## config.mk

```make
export PLATFORM = sky130hd
export DESIGN_NAME = sarp_readout_port
export DESIGN_NICKNAME = d
export VERILOG_FILES = /design/src/rtl/sarp_sync.v /design/src/rtl/sarp_result_mem.v /design/src/rtl/sarp_readout_port.v
export VERILOG_INCLUDE_DIRS = /design/src /design/src/rtl
export SDC_FILE = /design/constraint.sdc
export NUM_CORES = 1
export LEC_CHECK = 0
export ABC_CLOCK_PERIOD_IN_PS = 5600
export BUFFER_PORTS_ARGS = -buffer_cell sky130_fd_sc_hd__buf_4
export CORE_AREA = 2 2 142 144
export DETAILED_ROUTE_END_ITERATION = 12
export DIE_AREA = 0 0 144 146
export GPL_TIMING_DRIVEN = 1
export PLACE_DENSITY_LB_ADDON = 0.05
export SYNTH_ARGS = -nofsm -noshare
export SYNTH_HDL_FRONTEND = slang
export SYNTH_HIERARCHICAL = 1
export SYNTH_SLANG_ARGS = --single-unit
```

## constraint.sdc

```tcl
create_clock -name mclk_i -period 5.6 [get_ports mclk_i]
set_clock_uncertainty 0.2 [all_clocks]
set_input_delay 0.28 -clock mclk_i [delete_from_list [all_inputs] [get_ports mclk_i]]
set_output_delay 0.28 -clock mclk_i [all_outputs]
set_load 0.02 [all_outputs]
```

## src/rtl/sarp_consts.vh

```
/*
  Shared constants of the sampling converter readout port: widths,
  mode codes, pin positions, output-enable masks and reset values.
  Assumes it is included by bare name from files under rtl/.
*/
`ifndef SARP_CONSTS_VH
`define SARP_CONSTS_VH

// Channels and result words
`define SARP_CH_NUM 8
`define SARP_CH_W 3
`define SARP_GRP_W 2
`define SARP_RES_W 14
`define SARP_RES_MSB 4'hd
`define SARP_ALL_RES_W 112
`define SARP_IDX_W 4
`define SARP_IDX_ZERO 4'h0
`define SARP_IDX_ONE 4'h1
`define SARP_CH_ZERO 3'h0
`define SARP_CH_ONE 3'h1
`define SARP_BIT_ZERO 4'h0
`define SARP_BIT_ONE 4'h1
`define SARP_RES_ZERO 14'h0000

// Data bus layout
`define SARP_BUS_W 16
`define SARP_BYTE_W 8
`define SARP_PAD 2'h0
`define SARP_BYTE_ZERO 8'h00
`define SARP_BUS_ZERO 16'h0000
`define SARP_TOP_PIN 15
`define SARP_ORDER_PIN 14
`define SARP_SER_A_PIN 7
`define SARP_SER_B_PIN 8

// Output-enable masks per mode
`define SARP_OE_NONE 16'h0000
`define SARP_OE_PAR 16'hffff
`define SARP_OE_BYTE 16'h00ff
`define SARP_OE_SER 16'h0180

// Readout modes
`define SARP_MODE_W 2
`define SARP_MODE_PAR 2'h0
`define SARP_MODE_BYTE 2'h1
`define SARP_MODE_SER 2'h2

// Oversampling select and decoded ratio
`define SARP_OS_W 3
`define SARP_OS_BAD 3'h7
`define SARP_OSR_W 7
`define SARP_OSR_ONE 7'h01

`endif

```

## src/rtl/sarp_sync.v

```verilog
/*
  Two-flop synchroniser of parameterised width for pin inputs.
  Assumes the inputs are quasi-static or slow against mclk_i.
*/
`timescale 1ns/1ps
`default_nettype none

module sarp_sync #(
  parameter W = 1
) (
  input wire mclk_i,
  input wire rst_i,
  input wire [W-1:0] d_i,
  output wire [W-1:0] q_o
);

  reg [W-1:0] meta;
  reg [W-1:0] stable;

  // First stage is read only by the second stage
  always @(posedge mclk_i or posedge rst_i) begin
    if (rst_i) begin
      meta <= {W{1'b0}};
      stable <= {W{1'b0}};
    end else begin
      meta <= d_i;
      stable <= meta;
    end
  end

  assign q_o = stable;

endmodule // sarp_sync

`default_nettype wire

```

## src/rtl/sarp_result_mem.v

```verilog
/*
  Result store of eight 14-bit conversion words, written all at once
  and read through two registered ports.
  Assumes the write strobe comes from logic on mclk_i.
*/
`timescale 1ns/1ps
`default_nettype none
`include "sarp_consts.vh"

module sarp_result_mem (
  input wire mclk_i,
  input wire rst_i,
  input wire wr_en_i,
  input wire [`SARP_ALL_RES_W-1:0] wr_data_i,
  input wire [`SARP_CH_W-1:0] rd_addr_a_i,
  input wire [`SARP_CH_W-1:0] rd_addr_b_i,
  output reg [`SARP_RES_W-1:0] rd_data_a_o,
  output reg [`SARP_RES_W-1:0] rd_data_b_o
);

  reg [`SARP_RES_W-1:0] store [0:`SARP_CH_NUM-1];
  integer i;

  always @(posedge mclk_i or posedge rst_i) begin
    if (rst_i) begin
      for (i = 0; i < `SARP_CH_NUM; i = i + 1) begin
        store[i] <= `SARP_RES_ZERO;
      end
      rd_data_a_o <= `SARP_RES_ZERO;
      rd_data_b_o <= `SARP_RES_ZERO;
    end else begin
      if (wr_en_i) begin
        for (i = 0; i < `SARP_CH_NUM; i = i + 1) begin
          store[i] <= wr_data_i[i*`SARP_RES_W +: `SARP_RES_W];
        end
      end
      rd_data_a_o <= store[rd_addr_a_i];
      rd_data_b_o <= store[rd_addr_b_i];
    end
  end

endmodule // sarp_result_mem

`default_nettype wire

```

## src/rtl/sarp_readout_port.v

```verilog
/*
  Conversion status and result readout port of an eight-channel
  14-bit simultaneous-sampling converter: start capture, busy flag,
  first-channel flag and 16-bit, byte-wide and dual-line serial readout.
  Assumes a conversion core on mclk_i that takes a start pulse and
  returns a done pulse with all eight results; all host pins are
  asynchronous and pass two flops before use.
*/
`timescale 1ns/1ps
`default_nettype none
`include "sarp_consts.vh"

// Notes on behaviour
// - Oversample select pins decode binary, pin2 MSB
// - Busy rises after both start rising edges
// - Start edges ignored while busy
// - Busy falls once all results latched
// - Flag tri-state until chip select falls
// - Parallel: flag high for channel one only
// - Byte: flag high for both channel-one bytes
// - Serial: flag high until fourteenth clock fall
// - Select high: top pin picks serial/byte
// - Parallel: result MSB on pin 15, next 14
// - Parallel: bits 6,5 on pins 8,7
// - Parallel: bits 4..0 on 6..2, 1..0 low
// - Byte: order pin high sends upper first
// - Byte: padded word over two strobes, pins 7..0
// - Byte: pin 8 always tri-state
// - Serial: channels 1-4 line A, 5-8 line B
// - Select low picks 16-bit parallel
// - Chip select rise tri-states bus and flag; busy stays driven
// - Serial clock on read pin, rising-timed
module sarp_readout_port (
  input wire mclk_i,
  input wire rst_i,
  input wire convert_start_a_i,
  input wire convert_start_b_i,
  input wire cs_n_i,
  input wire rd_sclk_i,
  input wire interface_select_i,
  input wire [`SARP_OS_W-1:0] oversample_ratio_sel_i,
  input wire [`SARP_BUS_W-1:0] parallel_data_bus_i,
  output reg [`SARP_BUS_W-1:0] parallel_data_bus_o,
  output reg [`SARP_BUS_W-1:0] parallel_data_bus_oe_o,
  output reg first_channel_flag_o,
  output reg first_channel_flag_oe_o,
  output reg busy_o,
  output reg [`SARP_OSR_W-1:0] oversample_ratio_o,
  output reg core_start_o,
  input wire core_done_i,
  input wire [`SARP_ALL_RES_W-1:0] core_result_i
);

  localparam ST_IDLE = 2'h0;
  localparam ST_ARM = 2'h1;
  localparam ST_CONV = 2'h2;

  // Synchronised pin levels
  wire start_a_s;
  wire start_b_s;
  wire cs_n_s;
  wire rd_s;
  wire sel_s;
  wire [1:0] ctl_s;
  wire [`SARP_OS_W-1:0] os_s;

  reg start_a_q;
  reg start_b_q;
  reg cs_n_q;
  reg rd_q;

  reg [1:0] state;
  reg [1:0] next_state;
  reg seen_a;
  reg seen_b;
  reg next_seen_a;
  reg next_seen_b;
  reg next_busy;
  reg next_core_start;
  reg mem_wr;

  reg [`SARP_MODE_W-1:0] mode;
  reg [`SARP_IDX_W-1:0] rd_cnt;
  reg [`SARP_IDX_W-1:0] pres_idx;
  reg pres_valid;
  reg [`SARP_IDX_W-1:0] bit_cnt;
  reg [`SARP_CH_W-1:0] ser_ch;

  reg [`SARP_CH_W-1:0] addr_a;
  wire [`SARP_CH_W-1:0] addr_b;
  wire [`SARP_RES_W-1:0] word_a;
  wire [`SARP_RES_W-1:0] word_b;
  wire [`SARP_BUS_W-1:0] padded_a;
  wire [`SARP_IDX_W-1:0] bit_pos;

  reg [`SARP_BUS_W-1:0] next_bus;
  reg [`SARP_BUS_W-1:0] next_oe;
  reg next_flag;
  reg [`SARP_OSR_W-1:0] next_osr;

  wire start_a_rise;
  wire start_b_rise;
  wire cs_fall;
  wire cs_low;
  wire rd_low;
  wire rd_fall;
  wire upper_first;
  wire upper_sel;

  sarp_sync #(.W(1)) u_sync_start_a (
    .mclk_i(mclk_i),
    .rst_i(rst_i),
    .d_i(convert_start_a_i),
    .q_o(start_a_s)
  );

  sarp_sync #(.W(1)) u_sync_start_b (
    .mclk_i(mclk_i),
    .rst_i(rst_i),
    .d_i(convert_start_b_i),
    .q_o(start_b_s)
  );

  // Chip select resets high so nothing drives before the host
  sarp_sync #(.W(1)) u_sync_cs (
    .mclk_i(mclk_i),
    .rst_i(rst_i),
    .d_i(~cs_n_i),
    .q_o(cs_low)
  );

  sarp_sync #(.W(1)) u_sync_rd (
    .mclk_i(mclk_i),
    .rst_i(rst_i),
    .d_i(rd_sclk_i),
    .q_o(rd_s)
  );

  sarp_sync #(.W(1)) u_sync_sel (
    .mclk_i(mclk_i),
    .rst_i(rst_i),
    .d_i(interface_select_i),
    .q_o(sel_s)
  );

  sarp_sync #(.W(2)) u_sync_ctl (
    .mclk_i(mclk_i),
    .rst_i(rst_i),
    .d_i({parallel_data_bus_i[`SARP_TOP_PIN], parallel_data_bus_i[`SARP_ORDER_PIN]}),
    .q_o(ctl_s)
  );

  sarp_sync #(.W(`SARP_OS_W)) u_sync_os (
    .mclk_i(mclk_i),
    .rst_i(rst_i),
    .d_i(oversample_ratio_sel_i),
    .q_o(os_s)
  );

  sarp_result_mem u_mem (
    .mclk_i(mclk_i),
    .rst_i(rst_i),
    .wr_en_i(mem_wr),
    .wr_data_i(core_result_i),
    .rd_addr_a_i(addr_a),
    .rd_addr_b_i(addr_b),
    .rd_data_a_o(word_a),
    .rd_data_b_o(word_b)
  );

  assign cs_n_s = ~cs_low;
  assign start_a_rise = start_a_s & ~start_a_q;
  assign start_b_rise = start_b_s & ~start_b_q;
  assign cs_fall = cs_n_q & ~cs_n_s;
  assign rd_low = ~rd_s;
  assign rd_fall = rd_q & ~rd_s;
  assign upper_first = ctl_s[0];
  assign upper_sel = upper_first ^ pres_idx[0];
  assign padded_a = {word_a, `SARP_PAD};
  assign bit_pos = `SARP_RES_MSB - bit_cnt;
  assign addr_b = {1'b1, ser_ch[`SARP_GRP_W-1:0]};

  // Conversion control
  always @* begin
    next_state = state;
    next_seen_a = seen_a;
    next_seen_b = seen_b;
    next_busy = busy_o;
    next_core_start = 1'b0;
    mem_wr = 1'b0;
    case (state)
      ST_IDLE, ST_ARM: begin
        next_seen_a = seen_a | start_a_rise;
        next_seen_b = seen_b | start_b_rise;
        if (next_seen_a & next_seen_b) begin
          next_state = ST_CONV;
          next_busy = 1'b1;
          next_core_start = 1'b1;
          next_seen_a = 1'b0;
          next_seen_b = 1'b0;
        end else if (next_seen_a | next_seen_b) begin
          next_state = ST_ARM;
        end
      end
      ST_CONV: begin
        // Start edges are not looked at here
        if (core_done_i) begin
          mem_wr = 1'b1;
          next_busy = 1'b0;
          next_state = ST_IDLE;
        end
      end
      default: begin
        next_state = ST_IDLE;
        next_seen_a = 1'b0;
        next_seen_b = 1'b0;
        next_busy = 1'b0;
      end
    endcase
  end

  // Memory address follows the word being presented
  always @* begin
    case (mode)
      `SARP_MODE_SER: addr_a = {1'b0, ser_ch[`SARP_GRP_W-1:0]};
      `SARP_MODE_BYTE: addr_a = pres_idx[`SARP_IDX_W-1:1];
      default: addr_a = pres_idx[`SARP_CH_W-1:0];
    endcase
  end

  // Pin values for the next cycle
  always @* begin
    next_bus = `SARP_BUS_ZERO;
    next_oe = `SARP_OE_NONE;
    next_flag = 1'b0;
    case (mode)
      `SARP_MODE_PAR: begin
        next_bus = padded_a;
        if (cs_low & rd_low) begin
          next_oe = `SARP_OE_PAR;
        end
        next_flag = pres_valid & (pres_idx[`SARP_CH_W-1:0] == `SARP_CH_ZERO);
      end
      `SARP_MODE_BYTE: begin
        if (upper_sel) begin
          next_bus = {`SARP_BYTE_ZERO, padded_a[`SARP_BUS_W-1:`SARP_BYTE_W]};
        end else begin
          next_bus = {`SARP_BYTE_ZERO, padded_a[`SARP_BYTE_W-1:0]};
        end
        // Pin 8 and the upper pins stay released
        if (cs_low & rd_low) begin
          next_oe = `SARP_OE_BYTE;
        end
        next_flag = pres_valid & (pres_idx[`SARP_IDX_W-1:1] == `SARP_CH_ZERO);
      end
      `SARP_MODE_SER: begin
        next_bus[`SARP_SER_A_PIN] = word_a[bit_pos];
        next_bus[`SARP_SER_B_PIN] = word_b[bit_pos];
        if (cs_low) begin
          next_oe = `SARP_OE_SER;
        end
        next_flag = (ser_ch == `SARP_CH_ZERO);
      end
      default: begin
        next_bus = `SARP_BUS_ZERO;
      end
    endcase
    if (!cs_low) begin
      next_flag = 1'b0;
    end
  end

  // Oversampling ratio decode; the unused code falls back to no filtering
  always @* begin
    if (os_s == `SARP_OS_BAD) begin
      next_osr = `SARP_OSR_ONE;
    end else begin
      next_osr = `SARP_OSR_ONE << os_s;
    end
  end

  // Edge history, conversion state and mode
  always @(posedge mclk_i or posedge rst_i) begin
    if (rst_i) begin
      start_a_q <= 1'b0;
      start_b_q <= 1'b0;
      cs_n_q <= 1'b1;
      rd_q <= 1'b0;
      state <= ST_IDLE;
      seen_a <= 1'b0;
      seen_b <= 1'b0;
      busy_o <= 1'b0;
      core_start_o <= 1'b0;
      mode <= `SARP_MODE_PAR;
      oversample_ratio_o <= `SARP_OSR_ONE;
    end else begin
      start_a_q <= start_a_s;
      start_b_q <= start_b_s;
      cs_n_q <= cs_n_s;
      rd_q <= rd_s;
      state <= next_state;
      seen_a <= next_seen_a;
      seen_b <= next_seen_b;
      busy_o <= next_busy;
      core_start_o <= next_core_start;
      oversample_ratio_o <= next_osr;
      if (!sel_s) begin
        mode <= `SARP_MODE_PAR;
      end else if (ctl_s[1]) begin
        mode <= `SARP_MODE_BYTE;
      end else begin
        mode <= `SARP_MODE_SER;
      end
    end
  end

  // Readout counters; held at the frame start while chip select is high
  always @(posedge mclk_i or posedge rst_i) begin
    if (rst_i) begin
      rd_cnt <= `SARP_IDX_ZERO;
      pres_idx <= `SARP_IDX_ZERO;
      pres_valid <= 1'b0;
      bit_cnt <= `SARP_BIT_ZERO;
      ser_ch <= `SARP_CH_ZERO;
    end else if (!cs_low) begin
      rd_cnt <= `SARP_IDX_ZERO;
      pres_idx <= `SARP_IDX_ZERO;
      pres_valid <= 1'b0;
      bit_cnt <= `SARP_BIT_ZERO;
      ser_ch <= `SARP_CH_ZERO;
    end else if (mode == `SARP_MODE_SER) begin
      // Bits move on the falling clock so the host sees them stable
      // at the rising one
      if (rd_fall & !cs_fall) begin
        if (bit_cnt == `SARP_RES_MSB) begin
          bit_cnt <= `SARP_BIT_ZERO;
          ser_ch <= ser_ch + `SARP_CH_ONE;
        end else begin
          bit_cnt <= bit_cnt + `SARP_BIT_ONE;
        end
      end
    end else if (rd_fall) begin
      // Strobe tied to chip select counts from the same edge
      pres_idx <= rd_cnt;
      rd_cnt <= rd_cnt + `SARP_IDX_ONE;
      pres_valid <= 1'b1;
    end
  end

  // Pin registers
  always @(posedge mclk_i or posedge rst_i) begin
    if (rst_i) begin
      parallel_data_bus_o <= `SARP_BUS_ZERO;
      parallel_data_bus_oe_o <= `SARP_OE_NONE;
      first_channel_flag_o <= 1'b0;
      first_channel_flag_oe_o <= 1'b0;
    end else begin
      parallel_data_bus_o <= next_bus;
      parallel_data_bus_oe_o <= next_oe;
      first_channel_flag_o <= next_flag;
      first_channel_flag_oe_o <= cs_low;
    end
  end

endmodule // sarp_readout_port

`default_nettype wire

```

==> results of run 1 <==
==> timing repair <==
action,CTS,global route
setup endpoints to repair,0,0
hold buffers,124,0
endpoints found under the hold margin,217,0
resized for setup,0,0
==> area by class of cell <==
cell class / count / area, sq um
clock buffers: 37 / 729
fillers: 1339 / 5870
repair buffers: 301 / 2570
inverters: 26 / 103
well taps: 265 / 332
flip-flops and latches: 217 / 5430
clock inverters: 4 / 33.8
multi-input cells: 353 / 4260
==> registers in the layout (all words and copies together), names as in the netlist, 3 cells and up <==
signal	flops
oversample_ratio_o	7
rd_cnt	4
ser_ch	3
u_mem/store	112
u_sync_os/meta	3
u_sync_os/q_o	3
bit_cnt	4
parallel_data_bus_oe_o	4
u_mem/rd_data_a_o	14
parallel_data_bus_o	16
u_mem/rd_data_b_o	14
pres_idx	4
==> critical path: stages (launching register included) <==
cell,delay (ns)
sky130_fd_sc_hd__dfrtp_1,0.41
sky130_fd_sc_hd__inv_1,0.09
sky130_fd_sc_hd__ha_1,0.47
sky130_fd_sc_hd__a22oi_1,0.19
sky130_fd_sc_hd__a21oi_2,0.74
sky130_fd_sc_hd__buf_4,0.32
sky130_fd_sc_hd__mux4_1,0.56
sky130_fd_sc_hd__mux2_2,0.28
==> through the flow <==
step           cells  setup slack, ns  area, sq um
2_1_floorplan    645             1.37        10100
3_3_place_gp    1038             2.26        11500
3_5_place_dp    1038             2.17        11500
4_1_cts         1203             2.17        13500
5_1_grt         1203             1.97        13500
6_report        1203             2.21        13500
==> metal layers <==
layer  vias to the layer above  track usage  part of all wire
met4                         0       0.0686             0.025
met5                         -            0                 0
met1                      3337        0.281              0.39
met2                       177        0.409              0.54
li1                       2959            -                 -
met3                        40       0.0342             0.045
==> cell usage after synthesis (2+ instances only) <==
library cell and instances:
sky130_fd_sc_hd__inv_1 26, sky130_fd_sc_hd__buf_1 6, sky130_fd_sc_hd__buf_4 12, sky130_fd_sc_hd__nor2b_1 2
sky130_fd_sc_hd__buf_2 16, sky130_fd_sc_hd__buf_12 2, sky130_fd_sc_hd__nor3_1 4, sky130_fd_sc_hd__nor2_1 21
sky130_fd_sc_hd__or3_1 2, sky130_fd_sc_hd__xor2_1 2, sky130_fd_sc_hd__nor3b_1 6, sky130_fd_sc_hd__mux4_2 2
sky130_fd_sc_hd__dfstp_2 2, sky130_fd_sc_hd__and3b_1 5, sky130_fd_sc_hd__nand2_1 7, sky130_fd_sc_hd__a22oi_1 4
sky130_fd_sc_hd__mux2i_1 13, sky130_fd_sc_hd__nand2b_1 4, sky130_fd_sc_hd__a22o_1 6, sky130_fd_sc_hd__xnor2_1 4
sky130_fd_sc_hd__clkbuf_1 7, sky130_fd_sc_hd__nand3_1 6, sky130_fd_sc_hd__a31oi_1 2, sky130_fd_sc_hd__and2_1 10
sky130_fd_sc_hd__mux2_2 149, sky130_fd_sc_hd__a21oi_1 9, sky130_fd_sc_hd__dfrtp_1 215, sky130_fd_sc_hd__ha_1 12
sky130_fd_sc_hd__a21o_1 4, sky130_fd_sc_hd__mux4_1 57, sky130_fd_sc_hd__and3_1 2, sky130_fd_sc_hd__buf_6 5
sky130_fd_sc_hd__o21ai_0 9
==> report_power, final <==
part / switching (uW) / total (uW) / internal, uW
sequential: 398 / 2530 / 2140
combinational: 533 / 1530 / 993
clock: 598 / 1490 / 891
==> placed cells by master (no fill, tap or decap), types with 12 or more instances in the layout <==
cell type	n
sky130_fd_sc_hd__mux2_2	149
sky130_fd_sc_hd__nor2_1	21
sky130_fd_sc_hd__mux4_1	57
sky130_fd_sc_hd__inv_1	24
sky130_fd_sc_hd__mux2i_1	13
sky130_fd_sc_hd__clkbuf_16	24
sky130_fd_sc_hd__dfrtp_1	215
sky130_fd_sc_hd__ha_1	12
sky130_fd_sc_hd__buf_4	177
sky130_fd_sc_hd__dlygate4sd3_1	124
==> cells by family after synthesis <==
kind of cell / Yosys count
AOI/OAI and AO/OA: 41
xor gates and xnor gates: 6
adders and majority gates: 12
buffers and inverters: 75
DFF: 217
muxes: 222
other: 1
and+or+nand+nor: 71
==> how the worst max path moves through the flow <==
stage                       start                   end  depth (start not counted)  slack, ns
after global routing      mode[1]  u_mem/rd_data_a_o[0]                          7       1.97
after floorplan             rst_i  u_mem/rd_data_a_o[0]                          1       1.37
after CTS                 mode[1]  u_mem/rd_data_a_o[0]                          7       2.17
after detailed placement  mode[1]  u_mem/rd_data_a_o[0]                          7       2.17
after global placement    mode[1]  u_mem/rd_data_a_o[0]                          7       2.26
final                     mode[1]  u_mem/rd_data_a_o[0]                          7       2.21
==> impl_summary.log, run 1 <==
[metrics] GR Overflow Total: 0
[metrics] initial detailed-routing violation count: 344
[metrics] biggest fanout along the worst timing path: 13
[metrics] clock tree from TritonCTS: done
[metrics] buffer type at the clock tree root: sky130_fd_sc_hd__clkbuf_16
[metrics] number of antenna violations at the first check in global routing: 0
[metrics] vertical die dimension: 146 um
[metrics] Worst setup EP type: flip-flop
[metrics] via count of the first global-routing pass: 7,060
[metrics] post-CTS clock slew at the launch and capture registers of the worst setup and hold paths: 0.06 ns
[metrics] power per cell area: a little over 400 mW/mm^2
[metrics] power after layout: about 5500 uW
[metrics] critical path type: flip-flop to flip-flop
[metrics] count of input and output buffers: 167
[metrics] Post-Synthesis Cell Area: about 0.01 sq mm
[metrics] Max-cap violations: 0
[metrics] sequential cell area fraction in the yosys report: 0.538
[metrics] CP Data Arrival Time: between 3 and 4 ns
[metrics] source of the worst register-to-register timing path: mode[1]
[metrics] post-CTS setup-driven buffer insertion count: 0
[metrics] worst slack on hold paths: around 0.07 ns
[metrics] proportion of layout cells with a drive suffix above 1: 0.400
[metrics] vias after detailed routing: 6,513
[metrics] largest area contributor in the synthesized netlist: sky130_fd_sc_hd__dfrtp_1
[metrics] crit path time final: around 3.4 ns
[metrics] Std-Cell Rows: 51
[metrics] combinational family with the most area after synthesis: multiplexers
[metrics] measured slew at the worst slew-check pin: 0.938 ns
[metrics] achievable clock frequency: 295 MHz
[metrics] post-synthesis share of cell area spent on xor and xnor gates: 0.00520
[metrics] floorplan core area: 0.0193 sq mm
[metrics] die footprint: 0.0210 sq mm
[metrics] Synth Area in Adders: 0.0149
[metrics] top flip-flop cell by instance count after synthesis: sky130_fd_sc_hd__dfrtp_1
[metrics] worst endpoint required time: between 5 and 6 ns
[metrics] 1st-pass router iterations: 4
[metrics] number of distinct library cells after synthesis: 45
[metrics] count of final max-slew check failures: 0
[metrics] Final period util: 0.605
[metrics] result of the run: complete, no violations
[metrics] Final Net Count: 1,074
[metrics] yosys synthesis warning count: 6
[metrics] maximum VDD drop: between 0.2 and 0.25 mV
[metrics] total nets after synthesis: 796
[metrics] buffer levels on the longest clock path: 3
[metrics] RSZ-0062 raised after global routing: no
[metrics] number of cells on the worst reg-to-reg path: 7
[metrics] max_slew headroom: 0.375
[metrics] Final Hold Vio Count: 0
[metrics] terminus of the critical flop-to-flop path: u_mem/rd_data_a_o[0]
[metrics] Post-Synth Simple-Gate Area: 0.0384
[metrics] synthesis-stage register bit count: around 220
[metrics] Gate Count Post-Synth: 645
[metrics] Clock Sinks: 217
[metrics] layout overhead on the synthesized area: 33.2%
[metrics] width of the chip: ~140 um
[metrics] Antenna diodes: 0
[metrics] overall routing resource usage: 0.227
[metrics] number of CTS-inserted buffers: 24
[metrics] startpoint type of the worst setup path: flip-flop
[metrics] final antenna-violating net count: 0
[metrics] register-to-register setup slack: 2.21 ns
[metrics] proportion of synthesized flip-flops having asynchronous set or reset: 1.00
[metrics] proportion of synthesized area in mux cells: 0.333
[metrics] path category of the worst min-delay check: primary input to async pin
[metrics] total leakage power: 0.00621 uW
[metrics] wire length of the first global-routing pass: 37.0 mm
[metrics] area share of the largest cell type after synthesis: 0.532
[metrics] routability-driven placement congestion ratio: approximately 0.85
[metrics] effective utilization at floorplan: 0.523
[metrics] largest cells by area after synthesis: sky130_fd_sc_hd__dfrtp_1 53%, sky130_fd_sc_hd__mux2_2 17%, sky130_fd_sc_hd__mux4_1 15%
[metrics] clock insertion delay at the later pin of the skew report: 0.51 ns
[metrics] share of the synthesized area in compound gates (AO/OA/AOI/OAI): 0.0281
[metrics] routed wire length: roughly 23 mm
[metrics] Synth Area per Inst: between 15 and 20 sq um
[metrics] number of placed I/O pins: around 180
[metrics] pin count of the biggest net entering global routing: 76
[metrics] routed vias/inst: approximately 5.4
[metrics] final setup violating endpoints: 0
[metrics] detailed-placement wirelength estimate: 15.3 mm
[metrics] aggregate negative setup slack: 0 ns
[metrics] Post-synth EDFFs: 0
[metrics] final standard cell utilization of the core: 0.696
[metrics] mean routed wirelength per cell: around 19 um
[metrics] Residual DRC: 0
[metrics] # H-tree levels: 1
Power figures use the tool's default switching activity.
==> run 2: changes to the inputs <==
Settings changed: ABC_CLOCK_PERIOD_IN_PS 5600 to 2800, CORE_AREA 2 2 142 144 to 2 2 144 146, DIE_AREA 0 0 144 146 to 0 0 146 148.
Clock period 5.6 ns to 2.8 ns, I/O delays scaled along.
==> impl_summary.log, run 2 (synthesis results as in run 1) <==
[metrics] result of the run: complete, no violations
[metrics] post-CTS clock slew at the launch and capture registers of the worst setup and hold paths: about 0.060 ns
[metrics] power per cell area: roughly 840 mW/mm^2
[metrics] final setup violating endpoints: 0
[metrics] register-to-register setup slack: 0.11 ns
[metrics] width of the chip: between 100 and 150 um
[metrics] total leakage power: 0.00635 uW
[metrics] crit path time final: ~2.7 ns
[metrics] 1st-pass router iterations: 4
[metrics] biggest fanout along the worst timing path: 28
[metrics] Residual DRC: 0
[metrics] routed wire length: 23.2 mm
[metrics] floorplan core area: between 0.02 and 0.025 sq mm
[metrics] final antenna-violating net count: 0
[metrics] overall routing resource usage: 0.220
[metrics] clock insertion delay at the later pin of the skew report: 0.51 ns
[metrics] count of input and output buffers: 167
[metrics] via count of the first global-routing pass: 7,085
[metrics] sw power: just over 3000 uW
[metrics] clock tree from TritonCTS: done
[metrics] die footprint: 0.0216 sq mm
[metrics] number of CTS-inserted buffers: 24
[metrics] startpoint type of the worst setup path: flip-flop
[metrics] Worst setup EP type: flip-flop
[metrics] final cell count without fillers: 1,221
[metrics] Final Net Count: roughly 1,100
[metrics] Seq pwr share: 0.442
[metrics] power share of the clock group: 0.298
[metrics] Std-Cell Rows: 52
[metrics] CP max stage delay: 0.61 ns
[metrics] wire length of the first global-routing pass: 37.6 mm
[metrics] achievable clock frequency: ~370 MHz
[metrics] Max-cap violations: 0
[metrics] Reg with most FFs: u_mem/store
[metrics] count of final max-slew check failures: 0
[metrics] mean routed wirelength per cell: 19.0 um
[metrics] registers with the highest flip-flop counts: u_mem/store: 112 flops, parallel_data_bus_o: 16 flops
[metrics] vertical die dimension: roughly 150 um
[metrics] count of cells along the worst hold path: 2
[metrics] max_slew headroom: 0.509
[metrics] measured slew at the worst slew-check pin: 0.736 ns
[metrics] Antenna diodes: 0
[metrics] number of flip-flops under the largest register name: roughly 110
[metrics] # H-tree levels: 1
[metrics] pin count of the biggest net entering global routing: between 50 and 60
[metrics] effective utilization at floorplan: 0.504
[metrics] Final period util: 0.962
[metrics] vias after detailed routing: 6,547
[metrics] proportion of layout cells with a drive suffix above 1: 0.412
[metrics] internal power component: 8490 uW
[metrics] routed vias/inst: 5.36
[metrics] Critical Path Sink: u_mem/rd_data_a_o[7]
[metrics] CP Data Arrival Time: 2.88 ns
[metrics] initial detailed-routing violation count: 267
[metrics] GR Overflow Total: 0
[metrics] combinational group share of total power: 0.260
[metrics] aggregate negative setup slack: 0 ns
[metrics] number of cells on the worst reg-to-reg path: 7
[metrics] source of the worst register-to-register timing path: mode[0]
[metrics] commonest cells after routing, fill and taps aside: 215 x sky130_fd_sc_hd__dfrtp_1, 180 x sky130_fd_sc_hd__buf_4, 149 x sky130_fd_sc_hd__mux2_2, 125 x sky130_fd_sc_hd__dlygate4sd3_1, 57 x sky130_fd_sc_hd__mux4_1
[metrics] path category of the worst min-delay check: primary input to flip-flop
[metrics] Clock Sinks: 217
[metrics] detailed-placement wirelength estimate: between 15 and 20 mm
[metrics] RSZ-0062 raised after global routing: no
[metrics] buffer type at the clock tree root: sky130_fd_sc_hd__clkbuf_16
[metrics] post-cts resize count: 0
[metrics] number of placed I/O pins: 182
[metrics] startpoint of the worst setup timing path: mode[0]
[metrics] worst endpoint required time: 2.99 ns
[metrics] routability-driven placement congestion ratio: 0.799
[metrics] critical path type: flip-flop to flip-flop
[metrics] Final Hold Vio Count: 0
[metrics] leading cell type in the layout, fill and taps excluded: sky130_fd_sc_hd__dfrtp_1
[metrics] layout overhead on the synthesized area: 36.3%
[metrics] maximum VDD drop: 0.487 mV
[metrics] crit path cell chain: inv_1 -> ha_1 -> nand3_1 -> o21ai_4 -> buf_12 -> mux4_1 -> mux2_2
[metrics] cell with the biggest individual delay on the critical path: sky130_fd_sc_hd__mux4_1
[metrics] buffer levels on the longest clock path: 3
[metrics] switching part of the total: 0.268
[metrics] number of antenna violations at the first check in global routing: 0
[metrics] terminus of the critical flop-to-flop path: u_mem/rd_data_a_o[7]
[metrics] number of cells in the design after placement: 1,052
[run 2: changes by cell type in the layout (fill, tap and decap cells not counted), sizes merged]
cell,change
buf,+10
clkbuf,-10
clkinvlp,+2
dlygate4sd3,+1
bufinv,+6
inv,-1
clkinv,+5
[run 2: layout make-up]
class	count	area [sq um]
inverter	26	101
clock inverter	16	243
sequential	217	5430
timing repair buffer	312	2740
clock buffer	27	643
tap	270	338
multi-input combinational	353	4280
fill	1394	6260
[run 2: metrics by stage]
step           instance area [sq um]  hold slack, ns  power (uW)  setup slack (ns)   util
2_1_floorplan                  10100          -0.319        7000             0.239      -
3_3_place_gp                   11600          -0.114        7910             0.181  0.580
3_5_place_dp                   11600          -0.111        8050             0.140  0.580
4_1_cts                        13800          0.0705       11700             0.119  0.686
5_1_grt                        13800          0.0707       12200            0.0294  0.687
6_report                       13800          0.0830       11600             0.106  0.687
[run 2: repair_timing]
item,CTS,global route
endpoints found under the setup margin,0,5
buffers inserted,0,1
hold buffers,125,0
hold endpoints to repair,199,0
[run 2: worst max-delay path: cells and delay by family (launching register included)]
family	cells	cell delay, ns
fa+ha+maj	1	0.46
simple gates	1	0.18
buf+inv	2	0.30
compound gates	1	0.10
flops	1	0.40
mux	2	0.89
[run 2: worst min-delay path by stage]
stage,start,endpoint,slack (ns)
after floorplan,rst_i,u_sync_cs/meta,-0.32
after global placement,rst_i,u_sync_cs/meta,-0.11
after detailed placement,rst_i,u_sync_sel/q_o,-0.11
after CTS,rd_sclk_i,u_sync_rd/meta,0.07
after global routing,rd_sclk_i,u_sync_rd/meta,0.07
final,rd_sclk_i,u_sync_rd/meta,0.08
[run 2: power groups by stage]
| stage | sequential, uW | combinational (uW) | clock (uW) |
|---|---|---|---|
| 6_report | 5130 | 3020 | 3460 |
| 5_1_grt | 5300 | 3270 | 3670 |
| 4_1_cts | 5130 | 3030 | 3540 |
| 3_5_place_dp | 5190 | 2870 | 0 |
| 3_3_place_gp | 5130 | 2780 | 0 |
| 2_1_floorplan | 4870 | 2140 | 0 |
[run 2: per-layer routing]
| metal | track usage | up-vias | routed length (um) |
|---|---|---|---|
| met5 | 0 | - | 0 |
| met4 | 0.0500 | 0 | 405 |
| met3 | 0.0330 | 33 | 1210 |
| met2 | 0.385 | 173 | 11600 |
| met1 | 0.296 | 3353 | 9920 |
| li1 | - | 2988 | - |
==> run 3: changes to the inputs <==
Settings changed: CORE_AREA 2 2 144 146 to 2 2 143 145, DIE_AREA 0 0 146 148 to 0 0 145 147, SYNTH_HIERARCHICAL 1 to not set.
==> impl_summary.log, run 3 <==
[metrics] pin count of the biggest net entering global routing: between 100 and 150
[metrics] Clock Sinks: 217
[metrics] Post-Synthesis Cell Area: 0.00967 sq mm
[metrics] largest cells by area after synthesis: sky130_fd_sc_hd__dfrtp_1 56%, sky130_fd_sc_hd__mux2_1 9.4%, sky130_fd_sc_hd__mux2i_1 5.5%
[metrics] power per cell area: 849 mW/mm^2
[metrics] layout overhead on the synthesized area: 36.4%
[metrics] routability-driven placement congestion ratio: ~0.8
[metrics] die footprint: 0.0213 sq mm
[metrics] Seq pwr share: 0.452
[metrics] clock tree from TritonCTS: done
[metrics] count of input and output buffers: ~170
[metrics] Reg with most FFs: u_mem.store
[metrics] sw power: between 3000 and 4000 uW
[metrics] worst endpoint required time: 2.99 ns
[metrics] via count of the first global-routing pass: 6,949
[metrics] critical path type: flip-flop to flip-flop
[metrics] number of cells in the design after placement: 1,066
[metrics] number of CTS-inserted buffers: 25
[metrics] top flip-flop cell by instance count after synthesis: sky130_fd_sc_hd__dfrtp_1
[metrics] count of cells along the worst hold path: 2
[metrics] vertical die dimension: 147 um
[metrics] vias after detailed routing: 6,359
[metrics] internal power component: approximately 8000 uW
[metrics] Final period util: 0.940
[metrics] number of antenna violations at the first check in global routing: 0
[metrics] Placed Instance Area: 0.0111 sq mm
[metrics] max_slew headroom: 0.579
[metrics] number of placed I/O pins: 182
[metrics] cell with the biggest individual delay on the critical path: sky130_fd_sc_hd__ha_1
[metrics] Antenna diodes: 0
[metrics] GR Overflow Total: 0
[metrics] power after layout: 11,200 uW
[metrics] startpoint of the worst setup timing path: mode[0]
[metrics] floorplan core area: 0.0198 sq mm
[metrics] worst slack at placement: around 0.08 ns
[metrics] crit path cell chain: inv_1 -> ha_1 -> nor2_1 -> a21oi_2 -> inv_1 -> nor2_1 -> buf_4 -> a221oi_2
[metrics] source of the worst register-to-register timing path: mode[0]
[metrics] top-count cell post-synth: sky130_fd_sc_hd__dfrtp_1
[metrics] proportion of synthesized flip-flops having asynchronous set or reset: 1.00
[metrics] leading cell type in the layout, fill and taps excluded: sky130_fd_sc_hd__dfrtp_1
[metrics] Final Net Count: ~1,100
[metrics] worst slack on hold paths: 0.0779 ns
[metrics] sequential cell area fraction in the yosys report: 0.562
[metrics] final antenna-violating net count: 0
[metrics] overall routing resource usage: 0.213
[metrics] most numerous cell types in the synthesized netlist: 215 x sky130_fd_sc_hd__dfrtp_1, 81 x sky130_fd_sc_hd__mux2_1, 53 x sky130_fd_sc_hd__mux2i_1
[metrics] number of flip-flops under the largest register name: 112
[metrics] mean routed wirelength per cell: 18.2 um
[metrics] result of the run: complete, no violations
[metrics] RSZ-0062 raised after global routing: no
[metrics] switching part of the total: 0.287
[metrics] Residual DRC: 0
[metrics] post-CTS clock slew at the launch and capture registers of the worst setup and hold paths: 0.06 ns
[metrics] synthesis-stage register bit count: between 200 and 250
[metrics] total nets after synthesis: 810
[metrics] buffer type at the clock tree root: sky130_fd_sc_hd__clkbuf_16
[metrics] largest area contributor in the synthesized netlist: sky130_fd_sc_hd__dfrtp_1
[metrics] Gate Count Post-Synth: 659
[metrics] wire length of the first global-routing pass: 36.4 mm
[metrics] startpoint type of the worst setup path: flip-flop
[metrics] commonest cells after routing, fill and taps aside: 215 x sky130_fd_sc_hd__dfrtp_1, 182 x sky130_fd_sc_hd__buf_4, 125 x sky130_fd_sc_hd__dlygate4sd3_1, 81 x sky130_fd_sc_hd__mux2_1, 53 x sky130_fd_sc_hd__mux2i_1
[metrics] biggest fanout along the worst timing path: 9
[metrics] detailed-placement wirelength estimate: roughly 15 mm
[metrics] measured slew at the worst slew-check pin: between 0.6 and 0.7 ns
[metrics] Worst setup EP type: flip-flop
[metrics] Max-cap violations: 0
[metrics] 1st-pass router iterations: 4
[metrics] routed vias/inst: 5.14
[metrics] number of cells on the worst reg-to-reg path: 8
[metrics] total leakage power: between 0.006 and 0.007 uW
[metrics] crit path time final: 2.63 ns
[metrics] achievable clock frequency: 380 MHz
[metrics] Post-synth EDFFs: 0
[metrics] buffer levels on the longest clock path: 3
[metrics] Synth Area per Inst: 14.7 sq um
[metrics] # H-tree levels: 1
[metrics] maximum VDD drop: 0.495 mV
[metrics] Std-Cell Rows: 52
[metrics] final cell count without fillers: 1,238
[metrics] registers with the highest flip-flop counts: u_mem.store: 112 flops, parallel_data_bus_o: 16 flops
[metrics] min setup slack post-route: 0.167 ns
[metrics] clock insertion delay at the later pin of the skew report: 0.51 ns
[metrics] power share of the clock group: 0.282
[metrics] routed wire length: 22.5 mm
[metrics] count of final max-slew check failures: 0
[metrics] proportion of layout cells with a drive suffix above 1: 0.340
[metrics] number of distinct library cells after synthesis: 58
[metrics] CP max stage delay: 0.56 ns
[metrics] width of the chip: 145 um
[metrics] area share of the largest cell type after synthesis: 0.556
[metrics] path category of the worst min-delay check: primary input to flip-flop
[metrics] combinational group share of total power: 0.266
[metrics] Final Cell Area: 0.0132 sq mm
[metrics] final setup violating endpoints: 0
[metrics] CP Data Arrival Time: between 2 and 3 ns
[metrics] yosys synthesis warning count: 0
[metrics] Final Hold Vio Count: 0
[metrics] hold_sp: convert_start_b_i
[metrics] initial detailed-routing violation count: 284
[metrics] effective utilization at floorplan: 0.487
==> run 3: changes by cell type after synthesis, moves of 4 or more <==
cell and delta:
sky130_fd_sc_hd__a221oi_1 +4, sky130_fd_sc_hd__a221oi_2 +10, sky130_fd_sc_hd__a2bb2o_4 +13, sky130_fd_sc_hd__buf_1 -5
sky130_fd_sc_hd__inv_1 -10, sky130_fd_sc_hd__mux2_1 +81, sky130_fd_sc_hd__mux2_2 -106, sky130_fd_sc_hd__mux2i_1 +40
sky130_fd_sc_hd__mux4_1 -57, sky130_fd_sc_hd__mux4_2 +18, sky130_fd_sc_hd__nand2_1 +20, sky130_fd_sc_hd__nor2_1 +6
sky130_fd_sc_hd__o21ai_0 -4
==> run 3: stage by stage <==
step | TNS, ns | util
6_report | 0 | 0.665
4_1_cts | 0 | 0.664
2_1_floorplan | -78.36 | -
3_3_place_gp | 0 | 0.560
3_5_place_dp | 0 | 0.560
5_1_grt | 0 | 0.665
==> run 3: what timing repair did <==
| item | CTS | global route |
|---|---|---|
| gates resized for setup | 0 | 3 |
| hold buffers | 125 | 0 |
| endpoints found under the setup margin | 0 | 14 |
| buffers inserted | 0 | 0 |
| endpoints found under the hold margin | 340 | 0 |
==> run 3: logic make-up (layout without fill, tap and decap cells) <==
logic type,Yosys count,after routing,synth area share
buffers and inverters,65,373,0.0422
AO/OA/AOI/OAI,66,67,0.0770
AND/OR/NAND/NOR,91,91,0.0459
multiplexers,200,200,0.250
adder cells (fa/ha/maj),12,12,0.0155
flip-flops,217,217,0.562
XOR/XNOR,8,8,0.00724
==> run 3: worst paths after layout <==
check                                   endpoint  slack [ns]
max in group asynchronous        u_mem.store[70]        0.95
min                          u_sync_start_b.meta        0.08
max reg2reg                u_mem.rd_data_a_o[13]        0.17
max                        u_mem.rd_data_a_o[13]        0.17
min in group asynchronous   u_mem.rd_data_b_o[1]        0.58
min reg2reg                     u_sync_os.q_o[0]        0.15
==> run 3: worst max-delay path: cells and delay by family, from the launching register on <==
family | cells | cell delay [ns]
AOI/OAI and AO/OA | 2 | 0.38
and+or+nand+nor | 2 | 0.49
DFF | 1 | 0.40
buffers and inverters | 3 | 0.48
adders and majority gates | 1 | 0.56
==> run 3: power by group through the flow <==
stage          combinational, uW  sequential, uW  clock, uW
2_1_floorplan               2120            4880          0
3_3_place_gp                2750            5050          0
3_5_place_dp                2840            5110          0
4_1_cts                     2990            5060       3240
5_1_grt                     3240            5200       3390
6_report                    2970            5060       3160
==> run 3: cell type report <==
cell class	count	area (sq um)
fill	1442	6650
sequential	217	5430
multi-input combinational	378	3860
timing repair buffer	310	2680
clock buffer	37	741
tap	270	338
clock inverter	9	77.6
inverter	17	67.6
==> run 3: routing by layer <==
metal	vias up	wire (um)	GRT usage
li1	2942	-	-
met1	3205	9470	0.275
met2	179	11400	0.376
met3	33	1210	0.0404
met4	0	408	0.0475
met5	-	0	0
